===== src/core/out_route_defs.svh =====
// register offsets, field positions, reset values and gain codes
`ifndef OUT_ROUTE_DEFS_SVH
`define OUT_ROUTE_DEFS_SVH

// register indexes, byte address is four times the index
`define IDX_HP_RIGHT_SRC    6'h0D
`define IDX_LINE_LEFT_SRC   6'h0E
`define IDX_LINE_RIGHT_SRC  6'h0F
`define IDX_HP_LEFT_GAIN    6'h10
`define IDX_HP_RIGHT_GAIN   6'h11

// routing field positions
`define BIT_DAC_NEG         4
`define BIT_DAC_POS         3
`define BIT_ANALOG_IN       2
`define BIT_MIXER_AMP       1
`define BIT_PEER_DRIVER     0

// gain register field positions
`define BIT_MUTE            6
`define GAIN_MSB            5
`define GAIN_LSB            0

// reset values
`define RST_ROUTE           1'b0
`define RST_MUTE            1'b1
`define RST_GAIN            6'h00

// gain codes
`define GAIN_MINUS6         6'h3A
`define GAIN_MAX            6'h1D
`define GAIN_RSV_LO_FIRST   6'h20
`define GAIN_RSV_LO_LAST    6'h39
`define GAIN_RSV_HI_FIRST   6'h1E

`endif


===== src/core/out_route_pkg.sv =====
// types carried by the routing and gain register bank
package out_route_pkg;

    typedef struct packed {
        logic dac_left_neg;
        logic dac_right_pos;
        logic first_right_analog_input;
        logic right_mixer_amp;
        logic left_headphone_driver;
    } hp_right_route_t;

    typedef struct packed {
        logic dac_right_neg;
        logic dac_left_out;
        logic left_mixer_amp;
        logic right_line_driver;
    } line_left_route_t;

    typedef struct packed {
        logic dac_right_out;
        logic right_mixer_amp;
    } line_right_route_t;

    typedef struct packed {
        logic              mute;
        logic signed [5:0] gain_db;
    } hp_gain_t;

endpackage


===== src/core/output_routing_gain_regs.sv =====
// output routing and headphone gain register bank on a wishbone slave
// Overview of operation
// - right headphone reg bit 4 links left dac negative terminal to right headphone
// - right headphone reg bit 3 links right dac positive terminal to right headphone
// - right headphone reg bit 2 routes first right analog input there
// - right headphone reg bit 1 routes right mixer amp there
// - right headphone reg bit 0 routes left headphone driver; only on main supply
// - left line reg bit 4 links right dac negative terminal to left line
// - left line reg bit 3 routes left dac output to left line
// - left line reg bit 1 routes left mixer amp to left line
// - left line reg bit 0 routes right line driver; only on main supply
// - right line reg bit 3 routes right dac output to right line
// - right line reg bit 1 routes right mixer amp to right line
// - reserved bits are read-only, read zero; software writes zeros there
// - left gain bit 6 mutes left headphone, resets to muted
// - right gain bit 6 mutes right headphone, resets to muted
// - left six-bit gain is signed dB, -6 to 29, reset 0
// - right six-bit gain uses the same signed dB coding
// - at the -6 dB code of either headphone gain the right headphone mute is not honoured
`timescale 1ns/1ps
`include "out_route_defs.svh"

module output_routing_gain_regs #(
    parameter int AW = 8
) (
    // clock and reset
    input  wire logic                              clk_i,
    input  wire logic                              rst_i,
    // wishbone slave
    input  wire logic                              cyc_i,
    input  wire logic                              stb_i,
    input  wire logic                              we_i,
    input  wire logic [AW-1:0]                     adr_i,
    input  wire logic [3:0]                        sel_i,
    input  wire logic [31:0]                       dat_i,
    output logic      [31:0]                       dat_o,
    output logic                                   ack_o,
    // supply state of the output stages, same clock
    input  wire logic                              hp_ldo_supply_i,
    input  wire logic                              line_ldo_supply_i,
    // routing controls
    output out_route_pkg::hp_right_route_t         hp_right_route_o,
    output out_route_pkg::line_left_route_t        line_left_route_o,
    output out_route_pkg::line_right_route_t       line_right_route_o,
    // headphone gain and mute controls
    output out_route_pkg::hp_gain_t                hp_left_gain_o,
    output out_route_pkg::hp_gain_t                hp_right_gain_o,
    output logic                                   hp_left_muted_o,
    output logic                                   hp_right_muted_o,
    // misuse flags
    output logic                                   loop_supply_fault_o,
    output logic                                   gain_code_reserved_o
);

    logic                     ack;
    logic                     req;
    logic                     wr_en;
    logic [5:0]               idx;
    logic [7:0]               rd_byte;
    logic                     hit_hp_right_src;
    logic                     hit_line_left_src;
    logic                     hit_line_right_src;
    logic                     hit_left_gain;
    logic                     hit_right_gain;
    logic                     next_left_mute_eff;
    logic                     next_right_mute_eff;
    logic                     next_loop_fault;
    logic                     next_gain_rsv;
    out_route_pkg::hp_gain_t  next_left_gain;
    out_route_pkg::hp_gain_t  next_right_gain;

    assign req   = cyc_i & stb_i;
    assign idx   = adr_i[7:2];
    assign wr_en = req & ack & we_i & sel_i[0];

    // address decode
    always_comb begin
        hit_hp_right_src   = 1'b0;
        hit_line_left_src  = 1'b0;
        hit_line_right_src = 1'b0;
        hit_left_gain      = 1'b0;
        hit_right_gain     = 1'b0;
        if (idx == `IDX_HP_RIGHT_SRC) begin
            hit_hp_right_src = 1'b1;
        end else if (idx == `IDX_LINE_LEFT_SRC) begin
            hit_line_left_src = 1'b1;
        end else if (idx == `IDX_LINE_RIGHT_SRC) begin
            hit_line_right_src = 1'b1;
        end else if (idx == `IDX_HP_LEFT_GAIN) begin
            hit_left_gain = 1'b1;
        end else if (idx == `IDX_HP_RIGHT_GAIN) begin
            hit_right_gain = 1'b1;
        end
    end

    // ack one cycle after the request, dropped the cycle after
    always_ff @(posedge clk_i) begin
        if (rst_i) begin
            ack <= 1'b0;
        end else begin
            ack <= req & ~ack;
        end
    end
    assign ack_o = ack;

    // read mux, reserved bits and unmapped addresses read zero
    always_comb begin
        rd_byte = 8'h00;
        if (hit_hp_right_src) begin
            rd_byte = {3'h0, hp_right_route_o};
        end else if (hit_line_left_src) begin
            rd_byte = {3'h0, line_left_route_o.dac_right_neg, line_left_route_o.dac_left_out,
                       1'b0, line_left_route_o.left_mixer_amp,
                       line_left_route_o.right_line_driver};
        end else if (hit_line_right_src) begin
            rd_byte = {4'h0, line_right_route_o.dac_right_out, 1'b0,
                       line_right_route_o.right_mixer_amp, 1'b0};
        end else if (hit_left_gain) begin
            rd_byte = {1'b0, hp_left_gain_o};
        end else if (hit_right_gain) begin
            rd_byte = {1'b0, hp_right_gain_o};
        end
    end

    // read data captured with the ack
    always_ff @(posedge clk_i) begin
        if (rst_i) begin
            dat_o <= 32'h0000_0000;
        end else if (req & ~ack & ~we_i) begin
            dat_o <= {24'h00_0000, rd_byte};
        end
    end

    // right headphone source select
    always_ff @(posedge clk_i) begin
        if (rst_i) begin
            hp_right_route_o <= '0;
        end else if (wr_en & hit_hp_right_src) begin
            hp_right_route_o.dac_left_neg             <= dat_i[`BIT_DAC_NEG];
            hp_right_route_o.dac_right_pos            <= dat_i[`BIT_DAC_POS];
            hp_right_route_o.first_right_analog_input <= dat_i[`BIT_ANALOG_IN];
            hp_right_route_o.right_mixer_amp          <= dat_i[`BIT_MIXER_AMP];
            hp_right_route_o.left_headphone_driver    <= dat_i[`BIT_PEER_DRIVER];
        end
    end

    // left line source select
    always_ff @(posedge clk_i) begin
        if (rst_i) begin
            line_left_route_o <= '0;
        end else if (wr_en & hit_line_left_src) begin
            line_left_route_o.dac_right_neg     <= dat_i[`BIT_DAC_NEG];
            line_left_route_o.dac_left_out      <= dat_i[`BIT_DAC_POS];
            line_left_route_o.left_mixer_amp    <= dat_i[`BIT_MIXER_AMP];
            line_left_route_o.right_line_driver <= dat_i[`BIT_PEER_DRIVER];
        end
    end

    // right line source select
    always_ff @(posedge clk_i) begin
        if (rst_i) begin
            line_right_route_o <= '0;
        end else if (wr_en & hit_line_right_src) begin
            line_right_route_o.dac_right_out   <= dat_i[`BIT_DAC_POS];
            line_right_route_o.right_mixer_amp <= dat_i[`BIT_MIXER_AMP];
        end
    end

    // next gain register values
    always_comb begin
        next_left_gain  = hp_left_gain_o;
        next_right_gain = hp_right_gain_o;
        if (wr_en & hit_left_gain) begin
            next_left_gain.mute    = dat_i[`BIT_MUTE];
            next_left_gain.gain_db = signed'(dat_i[`GAIN_MSB:`GAIN_LSB]);
        end
        if (wr_en & hit_right_gain) begin
            next_right_gain.mute    = dat_i[`BIT_MUTE];
            next_right_gain.gain_db = signed'(dat_i[`GAIN_MSB:`GAIN_LSB]);
        end
    end

    // gain and mute registers
    always_ff @(posedge clk_i) begin
        if (rst_i) begin
            hp_left_gain_o  <= {`RST_MUTE, `RST_GAIN};
            hp_right_gain_o <= {`RST_MUTE, `RST_GAIN};
        end else begin
            hp_left_gain_o  <= next_left_gain;
            hp_right_gain_o <= next_right_gain;
        end
    end

    // effective mute and misuse flags
    always_comb begin
        next_left_mute_eff  = next_left_gain.mute;
        next_right_mute_eff = next_right_gain.mute
            & (next_right_gain.gain_db != `GAIN_MINUS6)
            & (next_left_gain.gain_db != `GAIN_MINUS6);
        next_loop_fault = (next_route_hp_peer() & hp_ldo_supply_i)
            | (next_route_line_peer() & line_ldo_supply_i);
        next_gain_rsv = gain_rsv(next_left_gain.gain_db)
            | gain_rsv(next_right_gain.gain_db);
    end

    function automatic logic gain_rsv(input logic [5:0] code);
        gain_rsv = ((code >= `GAIN_RSV_LO_FIRST) && (code <= `GAIN_RSV_LO_LAST))
            || (code == `GAIN_RSV_HI_FIRST) || (code == 6'h1F);
    endfunction

    function automatic logic next_route_hp_peer();
        next_route_hp_peer = (wr_en & hit_hp_right_src) ? dat_i[`BIT_PEER_DRIVER]
                                                        : hp_right_route_o.left_headphone_driver;
    endfunction

    function automatic logic next_route_line_peer();
        next_route_line_peer = (wr_en & hit_line_left_src) ? dat_i[`BIT_PEER_DRIVER]
                                                           : line_left_route_o.right_line_driver;
    endfunction

    always_ff @(posedge clk_i) begin
        if (rst_i) begin
            hp_left_muted_o      <= `RST_MUTE;
            hp_right_muted_o     <= `RST_MUTE;
            loop_supply_fault_o  <= 1'b0;
            gain_code_reserved_o <= 1'b0;
        end else begin
            hp_left_muted_o      <= next_left_mute_eff;
            hp_right_muted_o     <= next_right_mute_eff;
            loop_supply_fault_o  <= next_loop_fault;
            gain_code_reserved_o <= next_gain_rsv;
        end
    end
endmodule


===== config.mk =====
export PLATFORM = sky130hd
export DESIGN_NAME = output_routing_gain_regs
export DESIGN_NICKNAME = d
export VERILOG_FILES = /design/src/core/out_route_pkg.sv /design/src/core/output_routing_gain_regs.sv
export VERILOG_INCLUDE_DIRS = /design/src /design/src/core
export SDC_FILE = /design/constraint.sdc
export NUM_CORES = 1
export LEC_CHECK = 0
export BUFFER_PORTS_ARGS = -buffer_cell sky130_fd_sc_hd__buf_2
export CAP_MARGIN = 15
export CORE_MARGIN = 4
export CORE_UTILIZATION = 41
export CTS_BUF_LIST = sky130_fd_sc_hd__clkbuf_8
export CTS_CLUSTER_DIAMETER = 100
export DETAILED_ROUTE_END_ITERATION = 10
export GPL_ROUTABILITY_DRIVEN = 0
export PLACE_DENSITY = 0.79
export REMOVE_ABC_BUFFERS = 1
export SLEW_MARGIN = 40
export SYNTH_ARGS = -nofsm -noshare
export SYNTH_HDL_FRONTEND = slang
export SYNTH_SLANG_ARGS = --single-unit

===== constraint.sdc =====
create_clock -name clk_i -period 1.55 [get_ports clk_i]
set_clock_uncertainty 0.2 [all_clocks]
set_input_delay 0 -clock clk_i [delete_from_list [all_inputs] [get_ports clk_i]]
set_output_delay 0 -clock clk_i [all_outputs]
set_load 0.1 [all_outputs]

======== Yosys cells after proc, flatten, opt, wreduce, memory -nomap -nowiden ========
Cells that the tools add are included.
word-level totals
  register bits after elaboration ......... 37
  latch bits .............................. 0
  bits in writable memories ............... 0
  ROM bits ................................ 0
  input port bits ......................... 51
  output and inout bits ................... 62
  word-level logic and storage cells ...... 84
  memories ................................ 0
operators by class
  add/subtract/negate cells ............... 0
  multipliers ............................. 0
  divide/modulo/power cells ............... 0
  order comparisons ....................... 4
  equal/unequal tests ..................... 11
  shift-type cells ........................ 0
  mux-type cells .......................... 24
  bitwise gates (word level) .............. 19
  reduce and logical (&&, ||, !) cells .... 6
operator list
  cell                  count
  $mux W7               7
  $eq A6 B5 Y1 const B  6
  $eq A6 B4 Y1 const B  3
  $mux W1               17
  $and A1 B1 Y1         15
  $ge A6 B6 Y1 const B  2
  $le A6 B6 Y1 const B  2
  $ne A6 B6 Y1 const B  2
  $logic_or A1 B1 Y1    4
  $logic_and A1 B1 Y1   2
  $not A1 Y1            2
  $or A1 B1 Y1          2

======== Depth between registers and ports, before layout ========
  depth in word-level cells ............... 13
  gate-level depth with buffers ........... 6
  mapped depth without buffers ............ 4

======== Least setup slack after synthesis ========
No wires, ideal clock.
  kind .................................... flip-flop to flip-flop
  start point ............................. register ack (netlist: ack_o)
  end point ............................... register hp_left_muted_o
  setup time .............................. 120 ps
  arrival time ............................ 2,032 ps
  data required time ...................... 1,230 ps
  setup slack ............................. -802 ps
  stages on the path, launching flop included .. 6
  buffers on the path ..................... 2
  period minus slack after synthesis ...... 2,352 ps
  cells stage by stage .................... dfxtp_1 > and4_1 > buf_2 > nand4_1 > buf_2 > a211o_1
on the way
  longest elaborated chain between the ends .. 4
ends and longest elaborated chain
  item                         RTL line                         source
  start, declared              output_routing_gain_regs.sv:55   logic ack;
  start signal, assigned       output_routing_gain_regs.sv:101  ack <= req & ~ack;
  $and A1 B1 Y1 (3 in series)  output_routing_gain_regs.sv:74   assign wr_en = req & ack & we_i & sel_i[0];
  $and A1 B1 Y1                output_routing_gain_regs.sv:173  if (wr_en & hit_left_gain) begin
  end signal, assigned         output_routing_gain_regs.sv:223  hp_left_muted_o <= `RST_MUTE;
  end signal, assigned         output_routing_gain_regs.sv:228  hp_left_muted_o <= next_left_mute_eff;
  end, declared                output_routing_gain_regs.sv:48   output logic hp_left_muted_o,
No other way between the ends.
A chain may end at the register's enable or synchronous reset.

======== Worst setup path after layout ========
  start point ............................. register ack (netlist: ack_o)
  end point ............................... register gain_code_reserved_o
on the way
  longest elaborated chain between the ends .. 10
  elaborated cells on any way between the ends .. 22
  those cells by class .................... 4 x order compare; 4 x eq/ne; 2 x mux; 6 x bitwise; 6 x reduce/logical
ends and longest elaborated chain
  item                                                    RTL line                                                          source
  $and A1 B1 Y1 (*) (3 in series)                         output_routing_gain_regs.sv:74
  $and A1 B1 Y1 (on tied branches)                        output_routing_gain_regs.sv:173, output_routing_gain_regs.sv:177
  $mux W7 (on tied branches)                              output_routing_gain_regs.sv:173, output_routing_gain_regs.sv:177
  $ge A6 B6 Y1 (no line) or $le A6 B6 Y1 (tied branches)  -
  $logic_and A1 B1 Y1                                     output_routing_gain_regs.sv:207                                   gain_rsv = ((code >= `GAIN_RSV_LO_FIRST) && (code <= `GAIN_RSV_LO_LAST))
  $logic_or A1 B1 Y1 (2 in series)                        output_routing_gain_regs.sv:207
  $or A1 B1 Y1 (*)                                        output_routing_gain_regs.sv:203                                   | gain_rsv(next_right_gain.gain_db);
  end signal, assigned                                    output_routing_gain_regs.sv:231                                   gain_code_reserved_o <= next_gain_rsv;
  end, declared                                           output_routing_gain_regs.sv:52                                    output logic gain_code_reserved_o
Every way passes the cells marked *; elsewhere a longest branch is shown, timed or not. The select of a mux whose other input is x is not followed.

==> impl_metrics.csv <==
group,metric,value,unit
run_status,status,"finished, violations left",
run_status,violations,"negative setup slack",
clock_tree,cts_buffers,5,
synthesis,yosys-top-cells-area,"dfxtp_1 37%, mux2i_1 14%, buf_4 10%",
die,fp.dieArea,0.005884,mm²
critical_path,path_delay_family,"simple AND/OR/NAND/NOR gates",
grt,grt_antenna_before_repair,0,
grt,grt_max_degree,25,
synthesis,synth_cells,218,
cells_and_area,area_growth,33.48,%
synthesis,synth_warnings,0,
sta,holdWs,6.124,ps
critical_path,start_kind,"flip-flop",
critical_path,critPathBufInv,1,
synthesis,synth_xor_area_share,0,%
sta,fmax,637.4,MHz
critical_path,max_stage_delay,350,ps
sta,rsz0062_at_grt,"true",
cells_and_area,regArea,721.9,µm²
cells_and_area,final_cell_mix,"56 x buf_2, 35 x dfxtp_1, 29 x nor2_1, 27 x mux2i_1, 25 x conb_1",
sta,hold_viol_final,0,
routing,drc,0,
routing,drt_iter0_drc,101,
synthesis,synth-seq-area-share,37.23,%
grt,grt_pass1_wl,8.852,mm
routing,detail_route.wl_per_cell,14.96,µm
clock_tree,cts_max_path_buffers,2,
die,coreArea,0.004474,mm²
synthesis,synth_compound_area_share,13.57,%
run,max_cap_violations,0,
synthesis,syn-mean-instance-area,8.879,µm²
sta,finalWorstSetupSlack,-18.84,ps
synthesis,yosys.area_share.simple,20.75,%
die,die_w,76.71,µm
clock_tree,clkTransAtPathRegs,70,ps
synthesis,async_flop_share,0,%
routing,dr.pass1.iters,6,
synthesis,muxShareOfSynthArea,13.96,%
routing,drt_wl_total,5.327,mm
sta,fin_crit,1569,ps
routing,vias,1888,
sta,post-route-period-util,101.2,%
cells_and_area,layout_commonest_cell,"buf_2",
synthesis,synth.distinct_cells,45,
clock_tree,cts_tree,"built",
synthesis,synth_ff_type,"dfxtp_1",
grt,grt_use_total,18.53,%
cells_and_area,fillers,417,
cells_and_area,multiInputGateArea,0.001045,mm²
critical_path,setup.worst_path.class,"flip-flop to flip-flop",
die,fp-row-count,24,
grt,gr-usage-met3,4.098,%
synthesis,yosys.area_share.adder,0,%
placed_design,dp_hpwl,3.870,mm
routing,ant_nets,0,
synthesis,synth_top_area_cell,"dfxtp_1",
cells_and_area,antenna_cells,0,
critical_path,end_kind,"flip-flop",
grt,grt_pass1_vias,1881,
cells_and_area,finalNetCount,355,
die,fp.dieH,76.71,µm
power_and_ir_drop,ir_worst_vdd,0.4557,mV
grt,met2_usage,32.06,%
grt,grt_overflow_total,0,
power_and_ir_drop,power,2.043,mW
sta,finalSetupViolCount,2,
grt,grt_util_met1,21.40,%
synthesis,syn-cell-area,0.001936,mm²
hold_path,hold_path_class,"input pin to flip-flop",
cells_and_area,drive_gt1_share,30.26,%
synthesis,synth.top_cell.area_share,37.23,%
die,ios,113,
power_and_ir_drop,power_density,790.6,mW/mm²
clock_tree,ctsRootBufferMaster,"clkbuf_8",
critical_path,path_max_fanout,11,
routing,via_per_inst,5.303,
critical_path,critPathSlowestCell,"dfxtp_2",
critical_path,worstPathArrival,1590,ps
die,initial_core_util,43.26,%
synthesis,synth_edf_count,0,
placed_design,port_buffers,57,
clock_tree,insertion_delay,290,ps
power_and_ir_drop,cellLeakagePower,1.347,nW
clock_tree,h-tree-depth,2,
synthesis,ys_ff_latch,36,
sta,drv_slew,0,
critical_path,crit_chain,"and4_4 > nand4_1 > buf_12 > a22o_1 > a21oi_1",
critical_path,cp_data_required_time,1570,ps
clock_tree,cts_sinks,36,
grt,grt_busiest_layer,"met2",
synthesis,synth_top_family_by_area,"simple AND/OR/NAND/NOR gates",
## final timing paths
| check | from | endpoint | slack (ps) | cells past startpoint |
|---|---|---|---|---|
| setup / recovery | ack_o | gain_code_reserved_o | -20 | 5 |
| hold / removal | stb_i | dat_o[1] | 6 | 4 |
| setup reg to reg | ack_o | gain_code_reserved_o | -20 | 5 |
| hold reg to reg | dat_o[6] | dat_o[6] | 270 | 2 |
## kinds of logic after synthesis
group	count (synthesis)
buffers and inverters	45
AOI/OAI and AO/OA	33
and+or+nand+nor	76
DFF	36
other	1
muxes	27
## cell usage after synthesis (2+ instances only)
cell	n
a22o_1	3
nand4_1	5
o211ai_1	2
and2_1	2
nand2b_1	3
nor3_1	3
buf_2	8
dfxtp_1	36
a21oi_1	5
a21o_1	3
nand3_1	13
o22ai_1	2
clkbuf_1	5
a311oi_1	3
mux2i_1	27
o41ai_1	2
a211o_1	2
a32oi_1	2
buf_4	26
inv_1	6
nand2_1	8
nor2_1	29
## report_power, final
| part | internal, mW | switching [mW] |
|---|---|---|
| registers | 0.930 | 0.00351 |
| clock network | 0.299 | 0.323 |
| logic | 0.0926 | 0.395 |
| total | 1.32 | 0.721 |
## layout make-up
type	count	area share (%)
well taps	52	2.518
clock buffers	5	2.663
inverters	6	0.8717
multi-input cells	161	40.44
clock inverters	2	0.3390
flip-flops and latches	36	27.94
repair buffers	94	25.23
## stage by stage
step | util (%) | std cells | setup WS, ps | TNS, ps | instance area (µm²)
2_1_floorplan | - | 203 | -1015 | -25620 | 1772
3_3_place_gp | 51.62 | 332 | -60.59 | -245.4 | 2310
3_5_place_dp | 51.62 | 332 | -65.40 | -366.7 | 2310
4_1_cts | 57.02 | 355 | 1.659 | 0 | 2551
5_1_grt | 57.75 | 356 | -67.43 | -451.9 | 2584
6_report | 57.75 | 356 | -18.84 | -23.64 | 2584
## worst register-to-register path, stage by stage, from the launching register on
cell,delay [ps]
dfxtp_2,350
and4_4,250
nand4_1,160
buf_12,190
a22o_1,230
a21oi_1,120
## metal layers
layer  share of wire, %  vias to the layer above  routed length, µm
met4                2.1                        0                112
met5                  0                        -                  0
li1                   -                      899                  -
met1                 43                      897               2290
met2                 49                       80               2586
met3                6.3                       12                337
## state kept, by name (all words and copies together), names as in the netlist
signal	cells
ack_o	1
dat_o	7
gain_code_reserved_o	1
hp_left_gain_o	6
hp_left_muted_o	1
hp_right_gain_o	7
hp_right_muted_o	1
hp_right_route_o	5
line_left_route_o	4
line_right_route_o	2
loop_supply_fault_o	1
## repair_timing
item	in CTS	in global routing
hold buffers	16	1
setup buffers	0	0
resized for setup	3	5
gates cloned	0	0
setup endpoints to repair	12	19
hold endpoints to repair	31	2
Note: power is estimated with default switching activity, not from simulation.
